<file path="src/modulo_timer_pkg.sv">
// package: register map, field positions and reset values of the modulo timer
package modulo_timer_pkg;
    // ------------------------------------------------------------------
    // register byte offsets
    // ------------------------------------------------------------------
    localparam logic [11:0] OFF_STATUS_CONTROL = 12'h000;
    localparam logic [11:0] OFF_CLOCK_CONFIG   = 12'h004;
    localparam logic [11:0] OFF_CURRENT_COUNT  = 12'h008;
    localparam logic [11:0] OFF_WRAP_LIMIT     = 12'h00c;
    localparam logic [11:0] OFF_IRQ_STATUS     = 12'h010;
    localparam logic [11:0] OFF_IRQ_MASK       = 12'h014;
    // ------------------------------------------------------------------
    // field positions
    // ------------------------------------------------------------------
    localparam int BIT_OVF_FLAG   = 7;
    localparam int BIT_OVF_IE     = 6;
    localparam int BIT_CNT_CLEAR  = 5;
    localparam int BIT_CNT_HALT   = 4;
    localparam int POS_CLK_SRC    = 4;
    localparam int POS_PRESCALE   = 0;
    // ------------------------------------------------------------------
    // reset values and highest prescale code
    // ------------------------------------------------------------------
    localparam logic       RST_HALT     = 1'b1;
    localparam logic [1:0] RST_CLK_SRC  = 2'h0;
    localparam logic [3:0] RST_PRESCALE = 4'h0;
    localparam logic [7:0] RST_COUNT    = 8'h00;
    localparam logic [7:0] RST_LIMIT    = 8'h00;
    localparam logic [7:0] RST_PRE_CNT  = 8'h00;
    localparam logic [3:0] PS_MAX       = 4'h8;
    // clock source codes
    localparam logic [1:0] SRC_BUS  = 2'h0;
    localparam logic [1:0] SRC_FIX  = 2'h1;
    localparam logic [1:0] SRC_FALL = 2'h2;
    localparam logic [1:0] SRC_RISE = 2'h3;
endpackage : modulo_timer_pkg

</file>
<file path="src/modulo_timer_timer.sv">
// modulo timer: 8-bit prescaled up-counter with apb registers and interrupt
//
// Function
// - overflow flag, status bit 7, sets when count wraps from limit to zero.
// - flag clears by reading status while set, then writing 0 to it.
// - counter clear strobe or any wrap limit write also clears the flag.
// - interrupt enable bit 6 raises irq while flag set; reset clears enable.
// - writing 1 to bit 5 zeroes counter and flag; reads as 0.
// - halt bit 4 freezes count; clearing resumes; reset sets halt.
// - status bits 3:0 and clock config bits 7:6 read as zero.
// - source select 5:4 picks bus, fixed clock, pin falling or rising edge.
// - source change keeps the count and continues with the new source.
// - prescale code 0 to 8 divides by 1 up to 256.
// - prescale codes above 8 divide by 256.
// - prescale change keeps the count and continues at the new ratio.
// - reset clears source select and prescale select to zero.
// - count rises to limit then wraps to zero; limit zero is free-running.
// - current count register is read-only, writes ignored.
// - external clock synchronised; it must stay below a quarter bus rate.
`timescale 1ns/100ps
module modulo_timer_timer
(
    // clock and reset
    input  wire logic        clk_sys,
    input  wire logic        rstn,
    // apb slave
    input  wire logic        psel,
    input  wire logic        penable,
    input  wire logic        pwrite,
    input  wire logic [11:0] paddr,
    input  wire logic [31:0] pwdata,
    input  wire logic [3:0]  pstrb,
    output logic      [31:0] prdata,
    output logic             pready,
    output logic             pslverr,
    // clock inputs
    input  wire logic        fixed_frequency_clock,
    input  wire logic        external_timer_clock,
    // interrupt
    output logic             irq
);
    // ------------------------------------------------------------------
    // state
    // ------------------------------------------------------------------
    typedef struct packed {
        logic [2:0]  ext_sync;
        logic [2:0]  fix_sync;
        logic        ext_lvl;
        logic        fix_lvl;
        logic [7:0]  pre_cnt;
        logic [7:0]  count;
        logic [7:0]  limit;
        logic        ovf_flag;
        logic        ovf_armed;
        logic        ovf_ie;
        logic        halt;
        logic [1:0]  clk_src;
        logic [3:0]  prescale;
        logic        irq_sticky;
        logic        irq_mask;
        logic [31:0] rdata;
        logic        irq_out;
        logic        ack;
    } modulo_timer_state_t;

    modulo_timer_state_t st_r;
    modulo_timer_state_t st_nxt;

    logic        acc;
    logic        wr;
    logic        rd;
    logic        rd_load;
    logic        wr_lane0;
    logic        src_tick;
    logic        pre_tick;
    logic        wrap;
    logic        ext_new;
    logic        fix_new;
    logic [3:0]  ps_eff;
    logic [7:0]  pre_mask;
    logic [7:0]  rd_byte;
    logic        hit;

    // one wait state: the read word is loaded into a flip-flop in the first
    // access cycle, so it already stands on prdata when pready is high;
    // writes and the read side effects happen only at the ready edge
    assign acc      = psel && penable;
    assign wr       = acc && pwrite && st_r.ack;
    assign rd       = acc && !pwrite && st_r.ack;
    assign rd_load  = acc && !pwrite && !st_r.ack;
    assign wr_lane0 = wr && pstrb[0];
    assign pready   = st_r.ack;
    assign pslverr  = st_r.ack && acc && !hit;
    assign prdata   = st_r.rdata;
    assign irq      = st_r.irq_out;

    // ------------------------------------------------------------------
    // clock source selection and prescaler
    // ------------------------------------------------------------------
    // the filtered level takes the third stage only when the second and third
    // stages agree; the first stage feeds only the second
    assign ext_new = (st_r.ext_sync[1] == st_r.ext_sync[2]) ? st_r.ext_sync[2] : st_r.ext_lvl;
    assign fix_new = (st_r.fix_sync[1] == st_r.fix_sync[2]) ? st_r.fix_sync[2] : st_r.fix_lvl;

    always_comb
    begin
        case (st_r.clk_src)
            modulo_timer_pkg::SRC_BUS:  src_tick = 1'b1;
            modulo_timer_pkg::SRC_FIX:  src_tick = fix_new && !st_r.fix_lvl;
            modulo_timer_pkg::SRC_FALL: src_tick = !ext_new && st_r.ext_lvl;
            modulo_timer_pkg::SRC_RISE: src_tick = ext_new && !st_r.ext_lvl;
            default:            src_tick = 1'b1;
        endcase
    end

    // codes above eight saturate at the 256 divider
    assign ps_eff   = (st_r.prescale > modulo_timer_pkg::PS_MAX) ? modulo_timer_pkg::PS_MAX : st_r.prescale;
    // divide by 2**ps: tick when the low ps bits of the prescaler are all ones
    assign pre_mask = (ps_eff == modulo_timer_pkg::PS_MAX) ? 8'hff : 8'((9'h001 << ps_eff) - 9'h001);
    assign pre_tick = src_tick && ((st_r.pre_cnt & pre_mask) == pre_mask) && !st_r.halt;
    assign wrap     = pre_tick && (st_r.count == st_r.limit) && (st_r.limit != 8'h00
                      || st_r.count == 8'h00 ? 1'b1 : 1'b0) && (st_r.limit != 8'h00 || 1'b0)
                      || pre_tick && (st_r.limit == 8'h00) && (st_r.count == 8'hff);

    // ------------------------------------------------------------------
    // register read mux
    // ------------------------------------------------------------------
    always_comb
    begin
        hit     = 1'b1;
        rd_byte = 8'h00;
        case (paddr)
            modulo_timer_pkg::OFF_STATUS_CONTROL: rd_byte = {st_r.ovf_flag, st_r.ovf_ie, 1'b0, st_r.halt, 4'h0};
            modulo_timer_pkg::OFF_CLOCK_CONFIG:   rd_byte = {2'h0, st_r.clk_src, st_r.prescale};
            modulo_timer_pkg::OFF_CURRENT_COUNT:  rd_byte = st_r.count;
            modulo_timer_pkg::OFF_WRAP_LIMIT:     rd_byte = st_r.limit;
            modulo_timer_pkg::OFF_IRQ_STATUS:     rd_byte = {7'h00, st_r.irq_sticky};
            modulo_timer_pkg::OFF_IRQ_MASK:       rd_byte = {7'h00, st_r.irq_mask};
            default:                      hit = 1'b0;
        endcase
    end

    // ------------------------------------------------------------------
    // next state
    // ------------------------------------------------------------------
    always_comb
    begin
        st_nxt          = st_r;
        st_nxt.ext_sync = {st_r.ext_sync[1:0], external_timer_clock};
        st_nxt.fix_sync = {st_r.fix_sync[1:0], fixed_frequency_clock};
        st_nxt.ext_lvl  = ext_new;
        st_nxt.fix_lvl  = fix_new;
        st_nxt.ack      = acc && !st_r.ack;
        if (src_tick && !st_r.halt)
        begin
            st_nxt.pre_cnt = st_r.pre_cnt + 8'h01;
        end
        if (pre_tick)
        begin
            st_nxt.count = wrap ? 8'h00 : st_r.count + 8'h01;
        end
        // arm only if the word that software is taking shows the flag set
        if (rd && paddr == modulo_timer_pkg::OFF_STATUS_CONTROL && st_r.rdata[modulo_timer_pkg::BIT_OVF_FLAG])
        begin
            st_nxt.ovf_armed = 1'b1;
        end
        if (wr_lane0 && paddr == modulo_timer_pkg::OFF_STATUS_CONTROL)
        begin
            st_nxt.ovf_ie = pwdata[modulo_timer_pkg::BIT_OVF_IE];
            st_nxt.halt   = pwdata[modulo_timer_pkg::BIT_CNT_HALT];
            if (st_r.ovf_armed && !pwdata[modulo_timer_pkg::BIT_OVF_FLAG])
            begin
                st_nxt.ovf_flag = 1'b0;
            end
            st_nxt.ovf_armed = 1'b0;
            if (pwdata[modulo_timer_pkg::BIT_CNT_CLEAR])
            begin
                st_nxt.count    = modulo_timer_pkg::RST_COUNT;
                st_nxt.pre_cnt  = modulo_timer_pkg::RST_PRE_CNT;
                st_nxt.ovf_flag = 1'b0;
            end
        end
        if (wr_lane0 && paddr == modulo_timer_pkg::OFF_CLOCK_CONFIG)
        begin
            st_nxt.clk_src  = pwdata[modulo_timer_pkg::POS_CLK_SRC +: 2];
            st_nxt.prescale = pwdata[modulo_timer_pkg::POS_PRESCALE +: 4];
        end
        if (wr_lane0 && paddr == modulo_timer_pkg::OFF_WRAP_LIMIT)
        begin
            st_nxt.limit    = pwdata[7:0];
            st_nxt.count    = modulo_timer_pkg::RST_COUNT;
            st_nxt.pre_cnt  = modulo_timer_pkg::RST_PRE_CNT;
            st_nxt.ovf_flag = 1'b0;
        end
        if (wr_lane0 && paddr == modulo_timer_pkg::OFF_IRQ_MASK)
        begin
            st_nxt.irq_mask = pwdata[0];
        end
        if (wr_lane0 && paddr == modulo_timer_pkg::OFF_IRQ_STATUS && pwdata[0])
        begin
            st_nxt.irq_sticky = 1'b0;
        end
        // an overflow beats any clear in the same cycle and restarts the
        // two-step clear so a second overflow is never lost
        if (wrap)
        begin
            st_nxt.ovf_flag   = 1'b1;
            st_nxt.ovf_armed  = 1'b0;
            st_nxt.irq_sticky = 1'b1;
        end
        st_nxt.irq_out = (st_r.ovf_ie && st_r.ovf_flag) || (st_r.irq_sticky && st_r.irq_mask);
        st_nxt.rdata   = rd_load ? {24'h000000, rd_byte} : st_r.rdata;
    end

    always_ff @(posedge clk_sys or negedge rstn)
    begin
        if (!rstn)
        begin
            st_r          <= '0;
            st_r.halt     <= modulo_timer_pkg::RST_HALT;
            st_r.clk_src  <= modulo_timer_pkg::RST_CLK_SRC;
            st_r.prescale <= modulo_timer_pkg::RST_PRESCALE;
            st_r.count    <= modulo_timer_pkg::RST_COUNT;
            st_r.limit    <= modulo_timer_pkg::RST_LIMIT;
        end
        else
        begin
            st_r <= st_nxt;
        end
    end

    // ------------------------------------------------------------------
    // assertions
    // ------------------------------------------------------------------
    wrap_sets_flag_a: assert property (@(posedge clk_sys) disable iff (!rstn)
        wrap |=> st_r.ovf_flag && st_r.count == 8'h00)
        else $error("overflow did not set flag");

    unarmed_keep_a: assert property (@(posedge clk_sys) disable iff (!rstn)
        st_r.ovf_flag && !st_r.ovf_armed && !wrap && !(wr && pwdata[modulo_timer_pkg::BIT_CNT_CLEAR])
        && paddr != modulo_timer_pkg::OFF_WRAP_LIMIT |=> st_r.ovf_flag)
        else $error("flag cleared without prior read");

    limit_write_a: assert property (@(posedge clk_sys) disable iff (!rstn)
        wr_lane0 && paddr == modulo_timer_pkg::OFF_WRAP_LIMIT && !wrap |=> !st_r.ovf_flag && st_r.count == 8'h00)
        else $error("limit write did not clear");

    irq_level_a: assert property (@(posedge clk_sys) disable iff (!rstn)
        st_r.ovf_ie && st_r.ovf_flag |=> irq)
        else $error("irq not raised");

    halt_hold_a: assert property (@(posedge clk_sys) disable iff (!rstn)
        st_r.halt && !wr |=> $stable(st_r.count))
        else $error("count moved while halted");

    read_zero_a: assert property (@(posedge clk_sys) disable iff (!rstn)
        rd && paddr == modulo_timer_pkg::OFF_STATUS_CONTROL |=> prdata[5] == 1'b0 && prdata[3:0] == 4'h0)
        else $error("unused status bits nonzero");

    bus_div1_a: assert property (@(posedge clk_sys) disable iff (!rstn)
        !st_r.halt && st_r.clk_src == modulo_timer_pkg::SRC_BUS && st_r.prescale == 4'h0 && !wr
        && st_r.count != st_r.limit && !(st_r.limit == 8'h00 && st_r.count == 8'hff)
        |=> st_r.count == $past(st_r.count) + 8'h01)
        else $error("divide by one not counting");

    count_ro_a: assert property (@(posedge clk_sys) disable iff (!rstn)
        wr && paddr == modulo_timer_pkg::OFF_CURRENT_COUNT && st_r.halt |=> $stable(st_r.count))
        else $error("count register written");

    // ------------------------------------------------------------------
    // bus handshake assertions
    // ------------------------------------------------------------------
    ready_wait_a: assert property (@(posedge clk_sys) disable iff (!rstn)
        acc && !st_r.ack |-> !pready)
        else $error("ready high in first access cycle");

    ready_done_a: assert property (@(posedge clk_sys) disable iff (!rstn)
        acc && !pready |=> pready)
        else $error("ready not given after one wait state");

    ready_drop_a: assert property (@(posedge clk_sys) disable iff (!rstn)
        pready |=> !pready)
        else $error("ready held for two cycles");

    slverr_gate_a: assert property (@(posedge clk_sys) disable iff (!rstn)
        pslverr |-> pready)
        else $error("error flagged outside ready cycle");

    rdata_upper_a: assert property (@(posedge clk_sys) disable iff (!rstn)
        prdata[31:8] == 24'h000000)
        else $error("read data upper bits nonzero");

    // ------------------------------------------------------------------
    // register and flag assertions
    // ------------------------------------------------------------------
    cfg_unused_a: assert property (@(posedge clk_sys) disable iff (!rstn)
        rd_load && paddr == modulo_timer_pkg::OFF_CLOCK_CONFIG |=> prdata[7:6] == 2'h0)
        else $error("unused config bits nonzero");

    strobe_clear_a: assert property (@(posedge clk_sys) disable iff (!rstn)
        wr_lane0 && paddr == modulo_timer_pkg::OFF_STATUS_CONTROL && pwdata[modulo_timer_pkg::BIT_CNT_CLEAR]
        |=> st_r.count == 8'h00 && (!st_r.ovf_flag || $past(wrap)))
        else $error("clear strobe did not reset count");

    armed_clear_a: assert property (@(posedge clk_sys) disable iff (!rstn)
        wr_lane0 && paddr == modulo_timer_pkg::OFF_STATUS_CONTROL && st_r.ovf_armed
        && !pwdata[modulo_timer_pkg::BIT_OVF_FLAG] && !wrap |=> !st_r.ovf_flag)
        else $error("armed clear did not clear flag");

    wrap_rearm_a: assert property (@(posedge clk_sys) disable iff (!rstn)
        wrap |=> !st_r.ovf_armed)
        else $error("overflow did not restart clear");

    irq_quiet_a: assert property (@(posedge clk_sys) disable iff (!rstn)
        !st_r.ovf_ie && !(st_r.irq_sticky && st_r.irq_mask) |=> !irq)
        else $error("irq raised while disabled");

    // ------------------------------------------------------------------
    // counting assertions
    // ------------------------------------------------------------------
    halt_prescale_a: assert property (@(posedge clk_sys) disable iff (!rstn)
        st_r.halt && !wr |=> $stable(st_r.pre_cnt))
        else $error("prescaler moved while halted");

    tick_gate_a: assert property (@(posedge clk_sys) disable iff (!rstn)
        pre_tick |-> src_tick && !st_r.halt)
        else $error("count tick without source or while halted");

    config_keep_a: assert property (@(posedge clk_sys) disable iff (!rstn)
        wr_lane0 && paddr == modulo_timer_pkg::OFF_CLOCK_CONFIG |=> st_r.count == $past(st_r.count)
        || st_r.count == $past(st_r.count) + 8'h01 || st_r.count == 8'h00)
        else $error("config write disturbed count");

    div_sat_a: assert property (@(posedge clk_sys) disable iff (!rstn)
        st_r.prescale > modulo_timer_pkg::PS_MAX |-> pre_mask == 8'hff)
        else $error("high prescale code not at 256");

    count_bound_a: assert property (@(posedge clk_sys) disable iff (!rstn)
        st_r.limit != 8'h00 |-> st_r.count <= st_r.limit)
        else $error("count above limit");

    mod_wrap_a: assert property (@(posedge clk_sys) disable iff (!rstn)
        st_r.limit != 8'h00 && pre_tick && st_r.count == st_r.limit |=> st_r.count == 8'h00)
        else $error("count did not wrap at limit");

    free_wrap_a: assert property (@(posedge clk_sys) disable iff (!rstn)
        st_r.limit == 8'h00 && pre_tick && st_r.count == 8'hff |=> st_r.count == 8'h00 && st_r.ovf_flag)
        else $error("free run did not wrap");

    // ------------------------------------------------------------------
    // clock source assertions
    // ------------------------------------------------------------------
    bus_source_a: assert property (@(posedge clk_sys) disable iff (!rstn)
        st_r.clk_src == modulo_timer_pkg::SRC_BUS |-> src_tick)
        else $error("bus source not ticking");

    rise_source_a: assert property (@(posedge clk_sys) disable iff (!rstn)
        st_r.clk_src == modulo_timer_pkg::SRC_RISE && src_tick |-> !st_r.ext_lvl && ext_new)
        else $error("rising source ticked without rise");

    fall_source_a: assert property (@(posedge clk_sys) disable iff (!rstn)
        st_r.clk_src == modulo_timer_pkg::SRC_FALL && src_tick |-> st_r.ext_lvl && !ext_new)
        else $error("falling source ticked without fall");

    fix_source_a: assert property (@(posedge clk_sys) disable iff (!rstn)
        st_r.clk_src == modulo_timer_pkg::SRC_FIX && src_tick |-> !st_r.fix_lvl && fix_new)
        else $error("fixed source ticked without rise");

    ext_filter_a: assert property (@(posedge clk_sys) disable iff (!rstn)
        st_r.ext_sync[1] != st_r.ext_sync[2] |=> st_r.ext_lvl == $past(st_r.ext_lvl))
        else $error("pin level taken before stages agree");

    fix_filter_a: assert property (@(posedge clk_sys) disable iff (!rstn)
        st_r.fix_sync[1] != st_r.fix_sync[2] |=> st_r.fix_lvl == $past(st_r.fix_lvl))
        else $error("fixed clock level taken before stages agree");
endmodule : modulo_timer_timer

</file>
<file path="config.mk">
export PLATFORM = sky130hd
export DESIGN_NAME = modulo_timer_timer
export DESIGN_NICKNAME = d
export VERILOG_FILES = /design/src/modulo_timer_pkg.sv /design/src/modulo_timer_timer.sv
export SDC_FILE = /design/constraint.sdc
export NUM_CORES = 1
export LEC_CHECK = 0
export BUFFER_PORTS_ARGS = -buffer_cell sky130_fd_sc_hd__buf_4
export CAP_MARGIN = 25
export CELL_PAD_IN_SITES_DETAIL_PLACEMENT = 0
export CELL_PAD_IN_SITES_GLOBAL_PLACEMENT = 1
export CORE_AREA = 5 5 78 133
export CTS_CLUSTER_DIAMETER = 200
export CTS_CLUSTER_SIZE = 12
export DETAILED_ROUTE_END_ITERATION = 7
export DIE_AREA = 0 0 83 138
export PLACE_DENSITY_LB_ADDON = 0.1
export SLEW_MARGIN = 20
export SYNTH_ARGS = -nofsm -noshare
export SYNTH_HDL_FRONTEND = slang
export SYNTH_SLANG_ARGS = --single-unit
export TNS_END_PERCENT = 5
</file>
<file path="constraint.sdc">
create_clock -name clk_sys -period 2.8 [get_ports clk_sys]
set_input_delay 0.28 -clock clk_sys [delete_from_list [all_inputs] [get_ports clk_sys]]
set_output_delay 0.28 -clock clk_sys [all_outputs]
set_load 0.005 [all_outputs]
</file>
==> After elaboration in Yosys (flattened, before gate mapping) <==
Index checks and enable logic that the tools add are counted.
{ "totals": {"latch_bits": 0, "register_bits": 54, "out_inout_bits": 35, "ramBits": 0, "romBits": 0, "elab_cells": 113, "inputBits": 55, "memories": 0} }
{ "op_classes": {"mul": 0, "n_div": 0, "n_reduce_logical": 54, "n_lt_le_gt_ge": 1, "mux": 21, "n_eq_ne": 14, "addsub": 3, "shifts": 1, "bitwise": 1} }
{ "op_table": {"columns": ["operator", "count"], "rows": [
  ["8-bit case mux with 6 select lines", 1],
  ["1-bit logical AND", 32],
  ["16-bit 2-to-1 mux", 2],
  ["8-bit 2-to-1 mux", 4],
  ["25-bit 2-to-1 mux", 1],
  ["12-bit by 4-bit == test with 1-bit output (second input constant)", 2],
  ["12-bit by 5-bit == test with 1-bit output (second input constant)", 2],
  ["8-bit by 1-bit adder with 8-bit output (second input constant)", 2],
  ["8-bit == test", 2],
  ["8-bit zero test", 2],
  ["12-bit by 3-bit == test with 1-bit output (second input constant)", 1],
  ["12-bit zero test", 1],
  ["1-bit 2-to-1 mux", 9],
  ["8-bit AND", 1],
  ["8-bit == test (second input constant)", 1],
  ["1-bit zero test", 8],
  ["4-bit 2-to-1 mux", 2],
  ["8-bit nonzero test", 1],
  ["1-bit by 4-bit << shifter with 8-bit output (first input constant)", 1],
  ["8-bit by 1-bit subtractor with 8-bit output (second input constant)", 1],
  ["3-bit nonzero test", 2],
  ["6-bit OR reduction", 1],
  ["2-bit == test (second input constant)", 2],
  ["4-bit == test (second input constant)", 1],
  ["10 further kinds", 13]
]} }

==> Logic depth before layout (Yosys ltp) <==
{ "logic_depth": {"ltp_word": 19, "mapped_depth": 9, "ltp_nobuf": 9} }

==> Worst setup path before layout <==
No wires, ideal clock.
{ "synth_timing": {"path_kind": "register -> register", "start": "register st_r[38] (netlist bit)", "end": "register st_r[54] (netlist bit)", "setup_time_ns": 0.066, "arrival_time_ns": 2.790, "n_path_buf": 0, "path_slack_ns": -0.057, "required_ns": 2.734, "period_less_slack_ns": 2.857, "stages_incl_launch_ff": 9, "cell_sequence": "dfrtp_1 > or4_1 > ha_1 > or4b_2 > o221ai_1 > or3_1 > nor4b_4 > nor3b_4 > mux2_1"} }
{ "synth_lines": {"columns": ["element", "line_no", "rtl"], "rows": [
  ["start, declared", "modulo_timer_timer.sv:66", "modulo_timer_state_t st_r;"],
  ["start signal, assigned", "modulo_timer_timer.sv:228", "st_r <= st_nxt;"]
]} }

==> metrics.md <==
| Metric | Value |
|---|---|
| Status | complete, no violations |
| H-tree Lvls | 2 |
| Final layout net count | 411 |
| Die Wd | 83 um |
| Gr ovfl total | 0 |
| Clock sinks | 54 |
| Post-synthesis cell type count | 53 |
| Register-to-Register Path Depth | 9 |
| Worst vdd ir | 0.263 mV |
| Initial DRT Pass Iterations | 5 |
| Final antenna diode count | 0 |
| CTS tree | done |
| Post-synthesis sequential area ratio | 43.7% |
| Final Wtd Congestion | 0.787 |
| Area growth, synth to finish | 18.8% |
| Vias | 2318 |
| Reg2reg setup slack | 0.07 ns |
| Tcrit/Tclk final | 97.6% |
| Initial DRC Count | 121 |
| Crit Reg-Reg Startpoint | st_r[37] |
| Reg-to-reg endpoint | st_r[55] |
| CTS Buffer Depth | 2 |
| Post-synth EDFFs | 0 |
| Drt wl/cell | 16.8 um |
| Max_cap viols | 0 |
| Endpoints failing setup | 0 |
| Syn Std Cell Area | 0.00310 mm^2 |
| Clock skew | 0.0105 ns |
| Global Route Usage Sum | 14.2% |
| P_leak | 1.77 nW |
| Ys Warns | 0 |
| Crit Path Class | flip-flop to flip-flop |
| Min Tclk post-route | 2.73 ns |
| TritonCTS Buffers | 5 |
| Remaining antenna violation count | 0 |
| Slew @ Worst Pin | 0.713 ns |
| Async set-reset flop share out of synthesis | 100% |
| Initial antenna violation count | 0 |
| Net switching power of the design | 629 uW |
| Slew Limit Fails | 0 |
| DIE AREA | 0.0115 mm^2 |
| Top FF cell, synth | dfrtp_1 |
| Combinational Power Share | 16.6% |
| Crit end category | flip-flop |
| Hold Crit Class | input port to asynchronous set/reset pin |
| Crit-path max FO | 7 |
| Crit path launch type | flip-flop |
| Largest net degree at the start of global routing | 55 |
| Core area | 0.00909 mm^2 |
| Power Density | 573 mW/mm^2 |
| First-pass GRT wire length | 12900 um |
| Via/cell ratio | 4.89 |
| WP data required | 3.05 ns |
| Vias in the first global route | 2329 |
| Sequential power share | 49.0% |
| Worst-Skew Late Latency | 0.30 ns |
| Routed WL | 7980 um |
| DPL Wire Length | 6230 um |
| Initial Utilization | 34.1% |
| Share of post-route cells with drive strength above 1 | 27.4% |
| Final Hold Vio Count | 0 |
| CTS Root Cell | clkbuf_16 |
| Net Sw Frac | 29.8% |
| Clock share of power | 34.4% |
| Hold buffers post-CTS | 0 |
| Cells after synthesis | 309 |
| Setup TNS | 0 ns |
| Fmax | 366 MHz |
| I/O Buffers | 38 |
| Slew headroom | 52.5% |
| Final hold slack | 0.0137 ns |
| DRC | 0 |
| Ports | 90 |
| Internal power | 1.48 mW |
| Yosys reg bits | 54 |
| Row Count | 46 |
| Syn avg cell area | 10.0 um^2 |
| Clock slew at reported path FFs | 0.08 ns |
| CP Data Arrival Time | 2.98 ns |
| Die height | 138 um |
| RSZ-0062 raised after global routing | yes |
==> final cells by class <==
class	count	area [um^2]
Fill cell	963	5410
Timing Repair Buffer	55	420
Inverter	4	15.0
Sequential cell	54	1350
Multi-Input combinational cell	233	1570
Clock inverter	3	43.8
Clock buffer	5	125
Tap cell	120	150
==> sequential cells by signal, summed over array words and instances, names as in the netlist <==
register	count
st_r	40
prdata	8
st_nxt	4
irq	1
pready	1
==> through the flow <==
stage	area, um^2	utilization (%)	cells	setup WS [ns]	total power, mW
finish	3680	40.5	474	0.0674	2.11
floorplan	3190	-	332	-0.0408	1.28
global route	3680	40.5	474	-0.0637	2.23
global placement	3450	38.0	463	-0.0416	1.39
detailed placement	3450	38.0	463	-0.0746	1.40
CTS	3640	40.0	471	0.00783	2.13
==> timing repair <==
item                                    in CTS  in global routing
hold endpoints to repair                     0                  0
buffers inserted                             0                  3
pin swaps                                    2                  6
cloned                                       0                  0
gates resized for setup                      3                  5
endpoints found under the setup margin       7                  8
==> worst max-delay path, cell delays in order (launching register included) <==
cell,delay [ns]
dfrtp_1,0.38
or4_4,0.56
ha_4,0.18
or4b_2,0.20
o221ai_2,0.08
or3_4,0.41
nor4b_4,0.32
nor3b_4,0.26
buf_6,0.16
a22o_1,0.12
==> kinds of logic after synthesis <==
logic type | synth area share (%)
simple gates | 20.5
other cells | 0.121
xor+xnor | 4.81
fa+ha+maj | 1.86
compound gates | 10.4
flops | 43.7
buf+inv | 9.37
mux | 9.29
==> power by group through the flow <==
| stage | registers (mW) | clock network [mW] | logic [mW] |
|---|---|---|---|
| detailed placement | 1.05 | 0 | 0.348 |
| CTS | 1.03 | 0.748 | 0.351 |
| global route | 1.05 | 0.774 | 0.401 |
| finish | 1.03 | 0.726 | 0.350 |
| floorplan | 0.964 | 0 | 0.321 |
| global placement | 1.04 | 0 | 0.344 |
==> per-layer routing <==
| metal | part of all wire, % | global-route usage (%) | vias up |
|---|---|---|---|
| li1 | - | - | 1124 |
| met1 | 36 | 14.8 | 1137 |
| met2 | 58 | 27.6 | 49 |
| met3 | 3.9 | 2.50 | 8 |
| met4 | 1.9 | 5.17 | 0 |
| met5 | 0 | 0 | - |
==> worst max path at each step <==
stage                     startpoint  endpoint  slack, ns  cells after the start
after global placement      st_r[36]  st_r[56]      -0.04                      9
final                       st_r[37]  st_r[55]       0.07                      9
after detailed placement    st_r[36]  st_r[56]      -0.07                      9
after global routing        st_r[37]  st_r[56]      -0.06                     10
after CTS                   st_r[38]  st_r[56]      0.008                      9
after floorplan             st_r[38]  st_r[54]      -0.04                      8
==> layout by cell type, fill, tap and decap left out, drive strengths merged, types with 2 or more instances in the layout <==
master and n:
nand2 34, xor2 15, conb 24, inv 5
nand3 12, mux2i 4, or4 2, a22oi 4
o22ai 5, nand3b 2, a21oi 5, nand4b 2
or2 3, nor2b 4, nand4 5, ha 3
nor2 22, nor3 6, nor3b 2, o21ai 16
xnor2 2, mux2 20, clkbuf 5, nand2b 2
maj3 2, a22o 3, and2 2, nor4 4
or3 3, a21o 5, nor4b 3, dfrtp 53
and3 4, buf 55
==> cells in the mapped netlist, types with 5 or more instances <==
cell	count	area (um^2)
mux2_2	19	214
nand4_1	5	31.3
nand2_1	34	128
nor2_1	22	82.6
a21o_1	5	37.5
buf_4	32	240
nand3_1	12	60.1
o21ai_0	16	80.1
a21oi_1	5	25.0
xor2_1	15	131
nor3_1	6	30.0
o22ai_1	5	31.3
clkbuf_1	8	30.0
dfrtp_1	53	1330
(Power assumes the default switching activity.)
